===== src/hdl/dbg_link_params.svh =====
// Offsets, codes and field positions for the two-wire debug register layer
`ifndef DBG_LINK_PARAMS_SVH
`define DBG_LINK_PARAMS_SVH

// ****************************************************************
// Target-select codes
// ****************************************************************
`define SEL_PART_IDENTITY     8'h00
`define SEL_SILICON_REVISION  8'h01
`define SEL_PROGRAM_CONTROL   8'h02
`define SEL_PROGRAM_DATA      8'hB4
`define SEL_RESET             8'h00

// ****************************************************************
// Programming control unlock codes and reset value
// ****************************************************************
`define UNLOCK_FIRST          8'h02
`define UNLOCK_SECOND         8'h01
`define PROGRAM_CONTROL_RESET 8'h00

// ****************************************************************
// Flash command codes on the program data port
// ****************************************************************
`define CMD_BLOCK_READ        8'h06
`define CMD_BLOCK_WRITE       8'h07
`define CMD_PAGE_ERASE        8'h08
`define CMD_DEVICE_ERASE      8'h03

// Bit positions in the one-hot command strobe
`define CMD_BIT_READ          0
`define CMD_BIT_WRITE         1
`define CMD_BIT_PAGE_ERASE    2
`define CMD_BIT_DEVICE_ERASE  3

// ****************************************************************
// Frame layout
// ****************************************************************
`define INS_BITS              2'h2
`define DATA_BITS             4'h8

// Arbitrary identity value, not tied to any real part
`define PART_IDENTITY_VALUE   8'h5A

`endif


===== src/hdl/dbg_link_pkg.sv =====
// Types shared by the debug register layer
package dbg_link_pkg;

  // Link frame states, one-hot
  typedef enum logic [3:0] {
    ST_IDLE  = 4'h1,
    ST_INS   = 4'h2,
    ST_WDATA = 4'h4,
    ST_RDATA = 4'h8
  } link_state_t;

  // Two-bit instruction sent after the start bit in a frame, LSB first
  typedef enum logic [1:0] {
    INS_DATA_READ  = 2'h0,
    INS_ADDR_WRITE = 2'h1,
    INS_DATA_WRITE = 2'h2,
    INS_ADDR_READ  = 2'h3
  } link_ins_t;

endpackage


===== src/hdl/pin_filter.sv =====
// Three-stage pin synchroniser with agreement filter and edge pulses
`timescale 1ns/10ps

module pin_filter (
  // Clock and reset
  input  wire logic MCLK,
  input  wire logic NRST,
  // Asynchronous pin
  input  wire logic PIN,
  // Clean level and edges
  output logic      LEVEL,
  output logic      RISE,
  output logic      FALL,
  // Level the pin rests at between uses
  input  wire logic IDLE_LEVEL
);

  logic       s1_ff;      // First stage, read only by s2
  logic       s2_ff;      // Second stage
  logic       s3_ff;      // Third stage
  logic       lvl_ff;     // Accepted level
  logic       nxt_lvl;
  logic       rise_ff;    // One-cycle rising pulse
  logic       fall_ff;    // One-cycle falling pulse
  logic       nxt_rise;
  logic       nxt_fall;
  logic [2:0] fill_ff;    // Cycles since reset, stops at four
  logic [2:0] nxt_fill;
  logic       primed;     // All stages hold real pin samples

  // Stages start from reset values, not from the pin
  assign primed = (fill_ff == 3'h4);

  // ****************************************************************
  // Next level: change only once stages two and three agree
  // ****************************************************************
  always_comb begin
    nxt_lvl  = lvl_ff;
    nxt_rise = 1'b0;
    nxt_fall = 1'b0;
    nxt_fill = primed ? fill_ff : fill_ff + 3'h1;
    if (s2_ff == s3_ff && s3_ff != lvl_ff) begin
      nxt_lvl  = s3_ff;
      // Before priming, a step toward the idle level is only reset catching up
      nxt_rise = s3_ff & (primed | ~IDLE_LEVEL);
      nxt_fall = ~s3_ff & (primed | IDLE_LEVEL);
    end
  end

  // Registers; reset leaves everything low, the pin idle level is not known yet
  always_ff @(posedge MCLK or negedge NRST) begin
    if (!NRST) begin
      s1_ff   <= 1'b0;
      s2_ff   <= 1'b0;
      s3_ff   <= 1'b0;
      lvl_ff  <= 1'b0;
      rise_ff <= 1'b0;
      fall_ff <= 1'b0;
      fill_ff <= 3'h0;
    end else begin
      s1_ff   <= PIN;
      s2_ff   <= s1_ff;
      s3_ff   <= s2_ff;
      lvl_ff  <= nxt_lvl;
      rise_ff <= nxt_rise;
      fall_ff <= nxt_fall;
      fill_ff <= nxt_fill;
    end
  end

  assign LEVEL = lvl_ff;
  assign RISE  = rise_ff;
  assign FALL  = fall_ff;

endmodule


===== src/hdl/dbg_link_regs.sv =====
// Target-side register layer of the two-wire debug and programming port
`timescale 1ns/10ps
`include "dbg_link_params.svh"

module dbg_link_regs (
  // Clock and reset
  input  wire logic       MCLK,
  input  wire logic       NRST,
  // Debug pins
  input  wire logic       DEBUG_CLOCK_PIN,
  input  wire logic       DEBUG_DATA_PIN_IN,
  output logic            DEBUG_DATA_PIN_OUT,
  output logic            DEBUG_DATA_PIN_OE_N,
  // Die revision strap
  input  wire logic [7:0] SILICON_REV,
  // Flash engine side
  input  wire logic [7:0] PROG_RDATA,
  input  wire logic       CMD_EXPECT,
  output logic            PROG_MODE,
  output logic [7:0]      PROG_WDATA,
  output logic            PROG_WR_STB,
  output logic            PROG_RD_STB,
  output logic [3:0]      FLASH_CMD
);

  // ****************************************************************
  // Pin conditioning
  // ****************************************************************
  logic clk_rise;   // Host clock rising: sample data
  logic clk_fall;   // Host clock falling: device drives next bit
  logic data_lvl;   // Clean data line level

  // A host clock parked high through reset gives no false rising edge
  // Host clock idles high between frames
  pin_filter u_clk_filter (
    .MCLK       (MCLK),
    .NRST       (NRST),
    .PIN        (DEBUG_CLOCK_PIN),
    .LEVEL      (),
    .RISE       (clk_rise),
    .FALL       (clk_fall),
    .IDLE_LEVEL (1'b1)
  );

  // Data line sampled through the same depth so it aligns with clock edges
  pin_filter u_data_filter (
    .MCLK       (MCLK),
    .NRST       (NRST),
    .PIN        (DEBUG_DATA_PIN_IN),
    .LEVEL      (data_lvl),
    .RISE       (),
    .FALL       (),
    .IDLE_LEVEL (1'b1)   // Pull-up holds the idle wire high
  );

  // ****************************************************************
  // Register state
  // ****************************************************************
  // Each register except rev_ff and rev_done_ff pairs with the next value computed for it below
  dbg_link_pkg::link_state_t state_ff;   // Frame state
  dbg_link_pkg::link_state_t nxt_state;
  logic [1:0] ins_ff;                    // Instruction being received
  logic [1:0] nxt_ins;
  logic [3:0] cnt_ff;                    // Bit counter within a field
  logic [3:0] nxt_cnt;
  logic [7:0] shift_ff;                  // Data shifter, LSB first
  logic [7:0] nxt_shift;
  logic [7:0] sel_ff;                    // Target select
  logic [7:0] nxt_sel;
  logic [7:0] ctl_ff;                    // Programming control byte
  logic [7:0] nxt_ctl;
  logic       armed_ff;                  // First unlock code seen
  logic       nxt_armed;
  logic       prog_ff;                   // Programming mode, sticky
  logic       nxt_prog;
  logic [7:0] wdata_ff;                  // Byte handed to the flash engine
  logic [7:0] nxt_wdata;
  logic       wr_stb_ff;
  logic       nxt_wr_stb;
  logic       rd_stb_ff;
  logic       nxt_rd_stb;
  logic [3:0] cmd_ff;                    // One-hot command strobe
  logic [3:0] nxt_cmd;
  logic       dout_ff;                   // Data pin output bit
  logic       nxt_dout;
  logic       oe_n_ff;                   // Data pin enable, low drives
  logic       nxt_oe_n;
  logic [7:0] rev_ff;                    // Captured revision strap
  logic       rev_done_ff;               // Strap captured since reset
  logic [7:0] rd_value;                  // Value a data read returns
  logic [7:0] wr_byte;                   // Completed write byte

  // ****************************************************************
  // Read selection
  // ****************************************************************
  // Data-port reads take whatever the engine offers at launch
  // Unselected codes read as zero rather than floating garbage
  always_comb begin
    unique case (sel_ff)
      `SEL_PART_IDENTITY:    rd_value = `PART_IDENTITY_VALUE;
      `SEL_SILICON_REVISION: rd_value = rev_ff;
      `SEL_PROGRAM_CONTROL:  rd_value = ctl_ff;
      `SEL_PROGRAM_DATA:     rd_value = PROG_RDATA;
      default:               rd_value = 8'h00;
    endcase
  end

  // Last write bit joins the shifter from the top
  assign wr_byte = {data_lvl, shift_ff[7:1]};

  // ****************************************************************
  // Frame engine and register writes
  // ****************************************************************
  always_comb begin
    nxt_state  = state_ff;
    nxt_ins    = ins_ff;
    nxt_cnt    = cnt_ff;
    nxt_shift  = shift_ff;
    nxt_sel    = sel_ff;
    nxt_ctl    = ctl_ff;
    nxt_armed  = armed_ff;
    nxt_prog   = prog_ff;
    nxt_wdata  = wdata_ff;
    nxt_wr_stb = 1'b0;
    nxt_rd_stb = 1'b0;
    nxt_cmd    = 4'h0;
    nxt_dout   = dout_ff;
    nxt_oe_n   = oe_n_ff;
    unique case (state_ff)
      // Start bit: data low at a rising clock edge
      dbg_link_pkg::ST_IDLE: begin
        // Line stays released while waiting for a start bit
        nxt_oe_n = 1'b1;
        if (clk_rise && !data_lvl) begin
          nxt_state = dbg_link_pkg::ST_INS;
          nxt_cnt   = 4'h0;
        end
      end
      // Two instruction bits, LSB first
      dbg_link_pkg::ST_INS: begin
        if (clk_rise) begin
          nxt_ins = {data_lvl, ins_ff[1]};
          nxt_cnt = cnt_ff + 4'h1;
          if (cnt_ff[1:0] == `INS_BITS - 2'h1) begin
            nxt_cnt = 4'h0;
            unique case ({data_lvl, ins_ff[1]})
              dbg_link_pkg::INS_DATA_READ: begin
                nxt_shift  = rd_value;
                nxt_rd_stb = (sel_ff == `SEL_PROGRAM_DATA);
                nxt_state  = dbg_link_pkg::ST_RDATA;
              end
              dbg_link_pkg::INS_ADDR_READ: begin
                nxt_shift = sel_ff;
                nxt_state = dbg_link_pkg::ST_RDATA;
              end
              // Select writes and data writes both take eight host bits
              default: begin
                nxt_state = dbg_link_pkg::ST_WDATA;
              end
            endcase
          end
        end
      end
      // Eight bits from the host, then commit
      dbg_link_pkg::ST_WDATA: begin
        if (clk_rise) begin
          nxt_shift = wr_byte;
          nxt_cnt   = cnt_ff + 4'h1;
          if (cnt_ff == `DATA_BITS - 4'h1) begin
            nxt_state = dbg_link_pkg::ST_IDLE;
            // Select writes land whatever the current target is
            if (ins_ff == dbg_link_pkg::INS_ADDR_WRITE) begin
              nxt_sel = wr_byte;
            end else begin
              unique case (sel_ff)
                `SEL_PROGRAM_CONTROL: begin
                  nxt_ctl = wr_byte;
                  // Any other byte breaks the unlock order
                  nxt_armed = (wr_byte == `UNLOCK_FIRST);
                  if (armed_ff && wr_byte == `UNLOCK_SECOND) begin
                    nxt_prog = 1'b1;
                  end
                end
                `SEL_PROGRAM_DATA: begin
                  // The engine sees every byte; only some of them are commands
                  nxt_wdata  = wr_byte;
                  nxt_wr_stb = 1'b1;
                  // Commands only count where the engine waits for one
                  if (prog_ff && CMD_EXPECT) begin
                    nxt_cmd[`CMD_BIT_READ]         = (wr_byte == `CMD_BLOCK_READ);
                    nxt_cmd[`CMD_BIT_WRITE]        = (wr_byte == `CMD_BLOCK_WRITE);
                    nxt_cmd[`CMD_BIT_PAGE_ERASE]   = (wr_byte == `CMD_PAGE_ERASE);
                    nxt_cmd[`CMD_BIT_DEVICE_ERASE] = (wr_byte == `CMD_DEVICE_ERASE);
                  end
                end
                // Identity, revision and unknown codes drop the byte
                default: begin
                  nxt_ctl = ctl_ff;
                end
              endcase
            end
          end
        end
      end
      // Device drives a bit after each falling edge; host samples on rise
      dbg_link_pkg::ST_RDATA: begin
        // Falls launch bits; rises count bits the host has taken
        if (clk_fall && cnt_ff != `DATA_BITS) begin
          nxt_dout  = shift_ff[0];
          nxt_oe_n  = 1'b0;
          nxt_shift = {1'b0, shift_ff[7:1]};
        end
        // A rise before the first bit is on the wire is not counted
        if (clk_rise && !oe_n_ff) begin
          nxt_cnt = cnt_ff + 4'h1;
          if (cnt_ff == `DATA_BITS - 4'h1) begin
            // Release the line once the host has taken the last bit
            nxt_oe_n  = 1'b1;
            nxt_state = dbg_link_pkg::ST_IDLE;
          end
        end
      end
    endcase
  end

  // Register the frame engine; programming mode only leaves on NRST
  // Nothing is decided here; this block only registers the values above
  always_ff @(posedge MCLK or negedge NRST) begin
    if (!NRST) begin
      state_ff  <= dbg_link_pkg::ST_IDLE;
      ins_ff    <= 2'h0;
      cnt_ff    <= 4'h0;
      shift_ff  <= 8'h00;
      sel_ff    <= `SEL_RESET;
      ctl_ff    <= `PROGRAM_CONTROL_RESET;
      armed_ff  <= 1'b0;
      prog_ff   <= 1'b0;
      wdata_ff  <= 8'h00;
      wr_stb_ff <= 1'b0;
      rd_stb_ff <= 1'b0;
      cmd_ff    <= 4'h0;
      dout_ff   <= 1'b0;
      oe_n_ff   <= 1'b1;
    end else begin
      state_ff  <= nxt_state;
      ins_ff    <= nxt_ins;
      cnt_ff    <= nxt_cnt;
      shift_ff  <= nxt_shift;
      sel_ff    <= nxt_sel;
      ctl_ff    <= nxt_ctl;
      armed_ff  <= nxt_armed;
      prog_ff   <= nxt_prog;
      wdata_ff  <= nxt_wdata;
      wr_stb_ff <= nxt_wr_stb;
      rd_stb_ff <= nxt_rd_stb;
      cmd_ff    <= nxt_cmd;
      dout_ff   <= nxt_dout;
      oe_n_ff   <= nxt_oe_n;
    end
  end

  // ****************************************************************
  // Revision strap capture
  // ****************************************************************
  // Caught once after reset release; the strap is static on a given die
  // Limitation: a strap that moves later is only seen after the next reset
  always_ff @(posedge MCLK or negedge NRST) begin
    if (!NRST) begin
      rev_ff      <= 8'h00;
      rev_done_ff <= 1'b0;
    end else if (!rev_done_ff) begin
      rev_ff      <= SILICON_REV;
      rev_done_ff <= 1'b1;
    end
  end

  // ****************************************************************
  // Outputs
  // ****************************************************************
  // Only the pins reach these registers, no processor path exists
  assign DEBUG_DATA_PIN_OUT  = dout_ff;
  assign DEBUG_DATA_PIN_OE_N = oe_n_ff;
  // Flash engine side, every output straight from a flip-flop
  assign PROG_MODE           = prog_ff;
  assign PROG_WDATA          = wdata_ff;
  assign PROG_WR_STB         = wr_stb_ff;
  assign PROG_RD_STB         = rd_stb_ff;
  assign FLASH_CMD           = cmd_ff;

endmodule


===== config.mk =====
export PLATFORM = sky130hd
export DESIGN_NAME = dbg_link_regs
export DESIGN_NICKNAME = d
export VERILOG_FILES = /design/src/hdl/dbg_link_pkg.sv /design/src/hdl/pin_filter.sv /design/src/hdl/dbg_link_regs.sv
export VERILOG_INCLUDE_DIRS = /design/src /design/src/hdl
export SDC_FILE = /design/constraint.sdc
export NUM_CORES = 1
export LEC_CHECK = 0
export BUFFER_PORTS_ARGS = -buffer_cell sky130_fd_sc_hd__buf_2
export CELL_PAD_IN_SITES_DETAIL_PLACEMENT = 1
export CELL_PAD_IN_SITES_GLOBAL_PLACEMENT = 2
export CORE_ASPECT_RATIO = 0.7
export CORE_MARGIN = 2
export CORE_UTILIZATION = 42
export CTS_CLUSTER_SIZE = 25
export DETAILED_ROUTE_END_ITERATION = 12
export HOLD_SLACK_MARGIN = 0.06
export PLACE_DENSITY_LB_ADDON = 0.1
export REMOVE_ABC_BUFFERS = 1
export SYNTH_ARGS = -nofsm -noshare
export SYNTH_HDL_FRONTEND = slang
export SYNTH_SLANG_ARGS = --single-unit
export TNS_END_PERCENT = 1

===== constraint.sdc =====
create_clock -name MCLK -period 4 [get_ports MCLK]
set_input_delay 0.4 -clock MCLK [delete_from_list [all_inputs] [get_ports MCLK]]
set_output_delay 0.4 -clock MCLK [all_outputs]
set_load 0.005 [all_outputs]

==> run_results.csv <==
group,metric,value,unit
global_route,antenna_found_initial,0,
clock_network,cts_setup_buffers,0,
sta,finalSetupViolations,0,
global_route,top_usage_layer,"met1",
clock_network,clock-sinks,74,
sta,fmax,427,MHz
drt,drtPass1Iterations,8,
clock_network,ctsResizeCount,0,
global_route,grt_use_total,0.203,
critical_path,critPathSlowestCell,"nor4_2",
power_and_ir_drop,clkPwrFrac,0.347,
clock_network,numCtsBuffers,9,
final_layout,multi_input_area,0.00153,mm2
floorplanning,die_w,113,um
synthesis,yosys.area.top_type,"dfrtp_1",
sta,relSlewSlack,0.378,
critical_path,worst-path-buf-inv,0,
synthesis,yosysSeqAreaShare,0.531,
critical_path,crit_required,4.21,ns
global_route,overflow,0,
global_route,grt_use_met2,0.278,
final_layout,nFillCells,859,
final_layout,stdcell_count,444,
clock_network,path_clk_slew,0.06,ns
clock_network,htree_levels,3,
drt,viasPerCell,5.57,
clock_network,ctsHoldBuffers,0,
critical_path,crit_path_max_incr_delay,0.56,ns
drt,drc,3,
critical_path,end_kind,"flop",
run_status,failed_checks,"DRC",
final_layout,regArea,0.00185,mm2
synthesis,syn_inst,303,
power_and_ir_drop,ir_drop,0.000254,V
floorplanning,ios,38,
global_route,grt_max_degree,75,
final_layout,drive_gt1_frac,0.265,
synthesis,synth.top_cell.area_share,0.516,
sta,finalCritPeriodShare,0.586,
sta,hold_viol,0,
sta,worst_slew_pin_slew,0.933,ns
critical_path,criticalPathCategory,"reg -> reg",
synthesis,yosysWarningCount,0,
floorplanning,start_util,0.438,
synthesis,synth-edff-count,0,
critical_path,cp-start-kind,"flop",
sta,final.setup.tns,0,ns
drt,wire_per_inst,18.9,um
synthesis,synthArstFlopShare,1.00,
sta,rsz0062_at_grt,"false",
synthesis,synth_ff_type,"dfrtp_1",
power_and_ir_drop,totalPowerFinal,2.36,mW
power_and_ir_drop,p_int,1.57,mW
floorplanning,die_h,80.3,um
final_layout,antenna_cells,0,
synthesis,syn_area,0.00349,mm2
power_and_ir_drop,pwr-share-seq,0.427,
place,dp_hpwl,5.97,mm
global_route,grt_use_met3,0.0596,
drt,wl,8.39,mm
global_route,grt_pass1_wl,13.8,mm
sta,finalClockSkew,0.00558,ns
place,portBuffers,37,
sta,drv_slew,0,
global_route,grt_util_met1,0.311,
synthesis,synth-seq-cells,74,
drt,dr_total_vias,2474,
power_and_ir_drop,p_per_area,584,mW/mm2
job,drv_cap,0,
power_and_ir_drop,switching_share,0.333,
floorplanning,die_area,0.00907,mm2
critical_path,path_max_fanout,10,
place,gp_congestion,0.769,
sta,period_minus_slack,2.34,ns
drt,drt_iter0_markers,157,
clock_network,cts_tree,"built",
worst_hold_path,hold_path.class,"in -> reg",
synthesis,synth_area_leaders,"dfrtp_1 (52%), mux2_2 (8.4%), mux2_1 (3.5%)",
place,dp_cells,428,
critical_path,worstPathArrival,2.56,ns
clock_network,cts-root-buf,"clkbuf_16",
power_and_ir_drop,leakage,1.95,nW
floorplanning,core_area,0.00797,mm2
run_status,status,"complete, but fails checks",
clock_network,clock_latency,0.33,ns
clock_network,clockBufferDepth,2,
final_layout,fin_nets,367,
synthesis,syn_avg_cell_area,11.5,um2
drt,antenna_left,0,
power_and_ir_drop,p_sw,0.784,mW
critical_path,crit_chain,"nor4_2, and2_1, and3_1, mux2_1",
global_route,grt_pass1_vias,2551,
final_layout,syn_to_final_growth,15.7,%
synthesis,ys_types,58,
critical_path,cpLargestDelayFamily,"simple AND/OR/NAND/NOR gates",
floorplanning,rows,27,
power_and_ir_drop,pwr-share-comb,0.227,
[through the flow]
step	setup WS, ns	utilization	hold slack, ns	instance area (um2)
2_1_floorplan	1.98	-	0.104	3420
3_3_place_gp	1.69	0.468	0.332	3730
3_5_place_dp	1.66	0.468	0.336	3730
4_1_cts	1.65	0.507	0.164	4040
5_1_grt	1.50	0.507	0.159	4040
6_report	1.66	0.507	0.170	4040
[routing by layer]
| layer | wire (um) | share of wire |
|---|---|---|
| met1 | 4370 | 0.52 |
| met2 | 3430 | 0.41 |
| met3 | 510 | 0.061 |
| met4 | 79 | 0.0094 |
| met5 | 0 | 0 |
[synthesized netlist by cell type, types with 3 or more instances]
| cell | instances |
|---|---|
| inv_1 | 9 |
| mux2_1 | 11 |
| ha_1 | 8 |
| xnor2_1 | 3 |
| o21ai_0 | 7 |
| nor2b_1 | 8 |
| nor3_1 | 4 |
| mux2_2 | 26 |
| a22oi_1 | 9 |
| nand2_1 | 30 |
| nor2_1 | 26 |
| and3_1 | 3 |
| clkbuf_1 | 5 |
| dfrtp_1 | 72 |
| a221oi_1 | 4 |
| o21bai_1 | 4 |
| a22o_1 | 7 |
| a21oi_1 | 7 |
| o22ai_1 | 4 |
| a32oi_1 | 5 |
| buf_2 | 4 |
[layout by cell type, fill, tap and decap left out, drive strengths merged, types with 7 or more instances in the layout]
master / synthesis / layout
buf: 8 / 37
a22oi: 9 / 9
dfrtp: 72 / 72
inv: 9 / 10
o21ai: 7 / 7
nor2: 26 / 26
a21oi: 7 / 7
clkbuf: 5 / 11
ha: 8 / 8
nand2: 30 / 30
a22o: 7 / 7
nor2b: 9 / 9
mux2: 37 / 37
[registers in the layout, indices dropped and copies added (netlist names), 2 cells and up]
name	cells
FLASH_CMD	4
PROG_WDATA	8
cnt_ff	4
ctl_ff	8
ins_ff	2
rev_ff	8
sel_ff	8
shift_ff	8
state_ff	4
u_clk_filter.fill_ff	3
[final timing paths]
| path | startpoint | end | slack [ns] | cells after the start |
|---|---|---|---|---|
| worst max register to register | sel_ff[5] | ctl_ff[2] | 1.66 | 4 |
| worst max-delay path | sel_ff[5] | ctl_ff[2] | 1.66 | 4 |
| max in group asynchronous | NRST | rev_ff[7] | 3.19 | 1 |
| worst min register to register | u_data_filter.s1_ff | u_data_filter.s2_ff | 0.35 | 0 |
| worst min-delay path | DEBUG_DATA_PIN_IN | u_data_filter.s1_ff | 0.17 | 1 |
| min in group asynchronous | NRST | cnt_ff[3] | 0.19 | 1 |
[power by group through the flow]
stage               Sequential, mW  Combinational [mW]  Clock [mW]
floorplan                    0.947               0.392           0
global placement              1.02               0.517           0
detailed placement            1.02               0.530           0
CTS                           1.01               0.535       0.836
global route                  1.03               0.603       0.872
finish                        1.01               0.534       0.817
[cell families (layout without fill, tap and decap cells)]
logic type               after synthesis  in the layout  synth area share
AO/OA/AOI/OAI                         58             58             0.125
other                                  1              1           0.00107
adder cells (fa/ha/maj)               10             10            0.0344
AND/OR/NAND/NOR                       98             98             0.151
multiplexers                          37             37             0.119
XOR/XNOR                               3              3           0.00753
flip-flops                            74             74             0.531
buffers and inverters                 22             62            0.0305
[worst reg2reg max path, cell delays in order (launching register included)]
cell     delay [ns]
dfrtp_1        0.41
nor4_2         0.56
and2_1         0.33
and3_1         0.54
mux2_1         0.38
[cell type report]
| class | instances | area share |
|---|---|---|
| clock buffer | 11 | 0.0601 |
| clock inverter | 5 | 0.0155 |
| inverter | 9 | 0.00836 |
| multi-input combinational | 207 | 0.379 |
| sequential | 74 | 0.459 |
| tap | 101 | 0.0313 |
| timing repair buffer | 37 | 0.0465 |
Note: power is estimated with default switching activity, not from simulation.
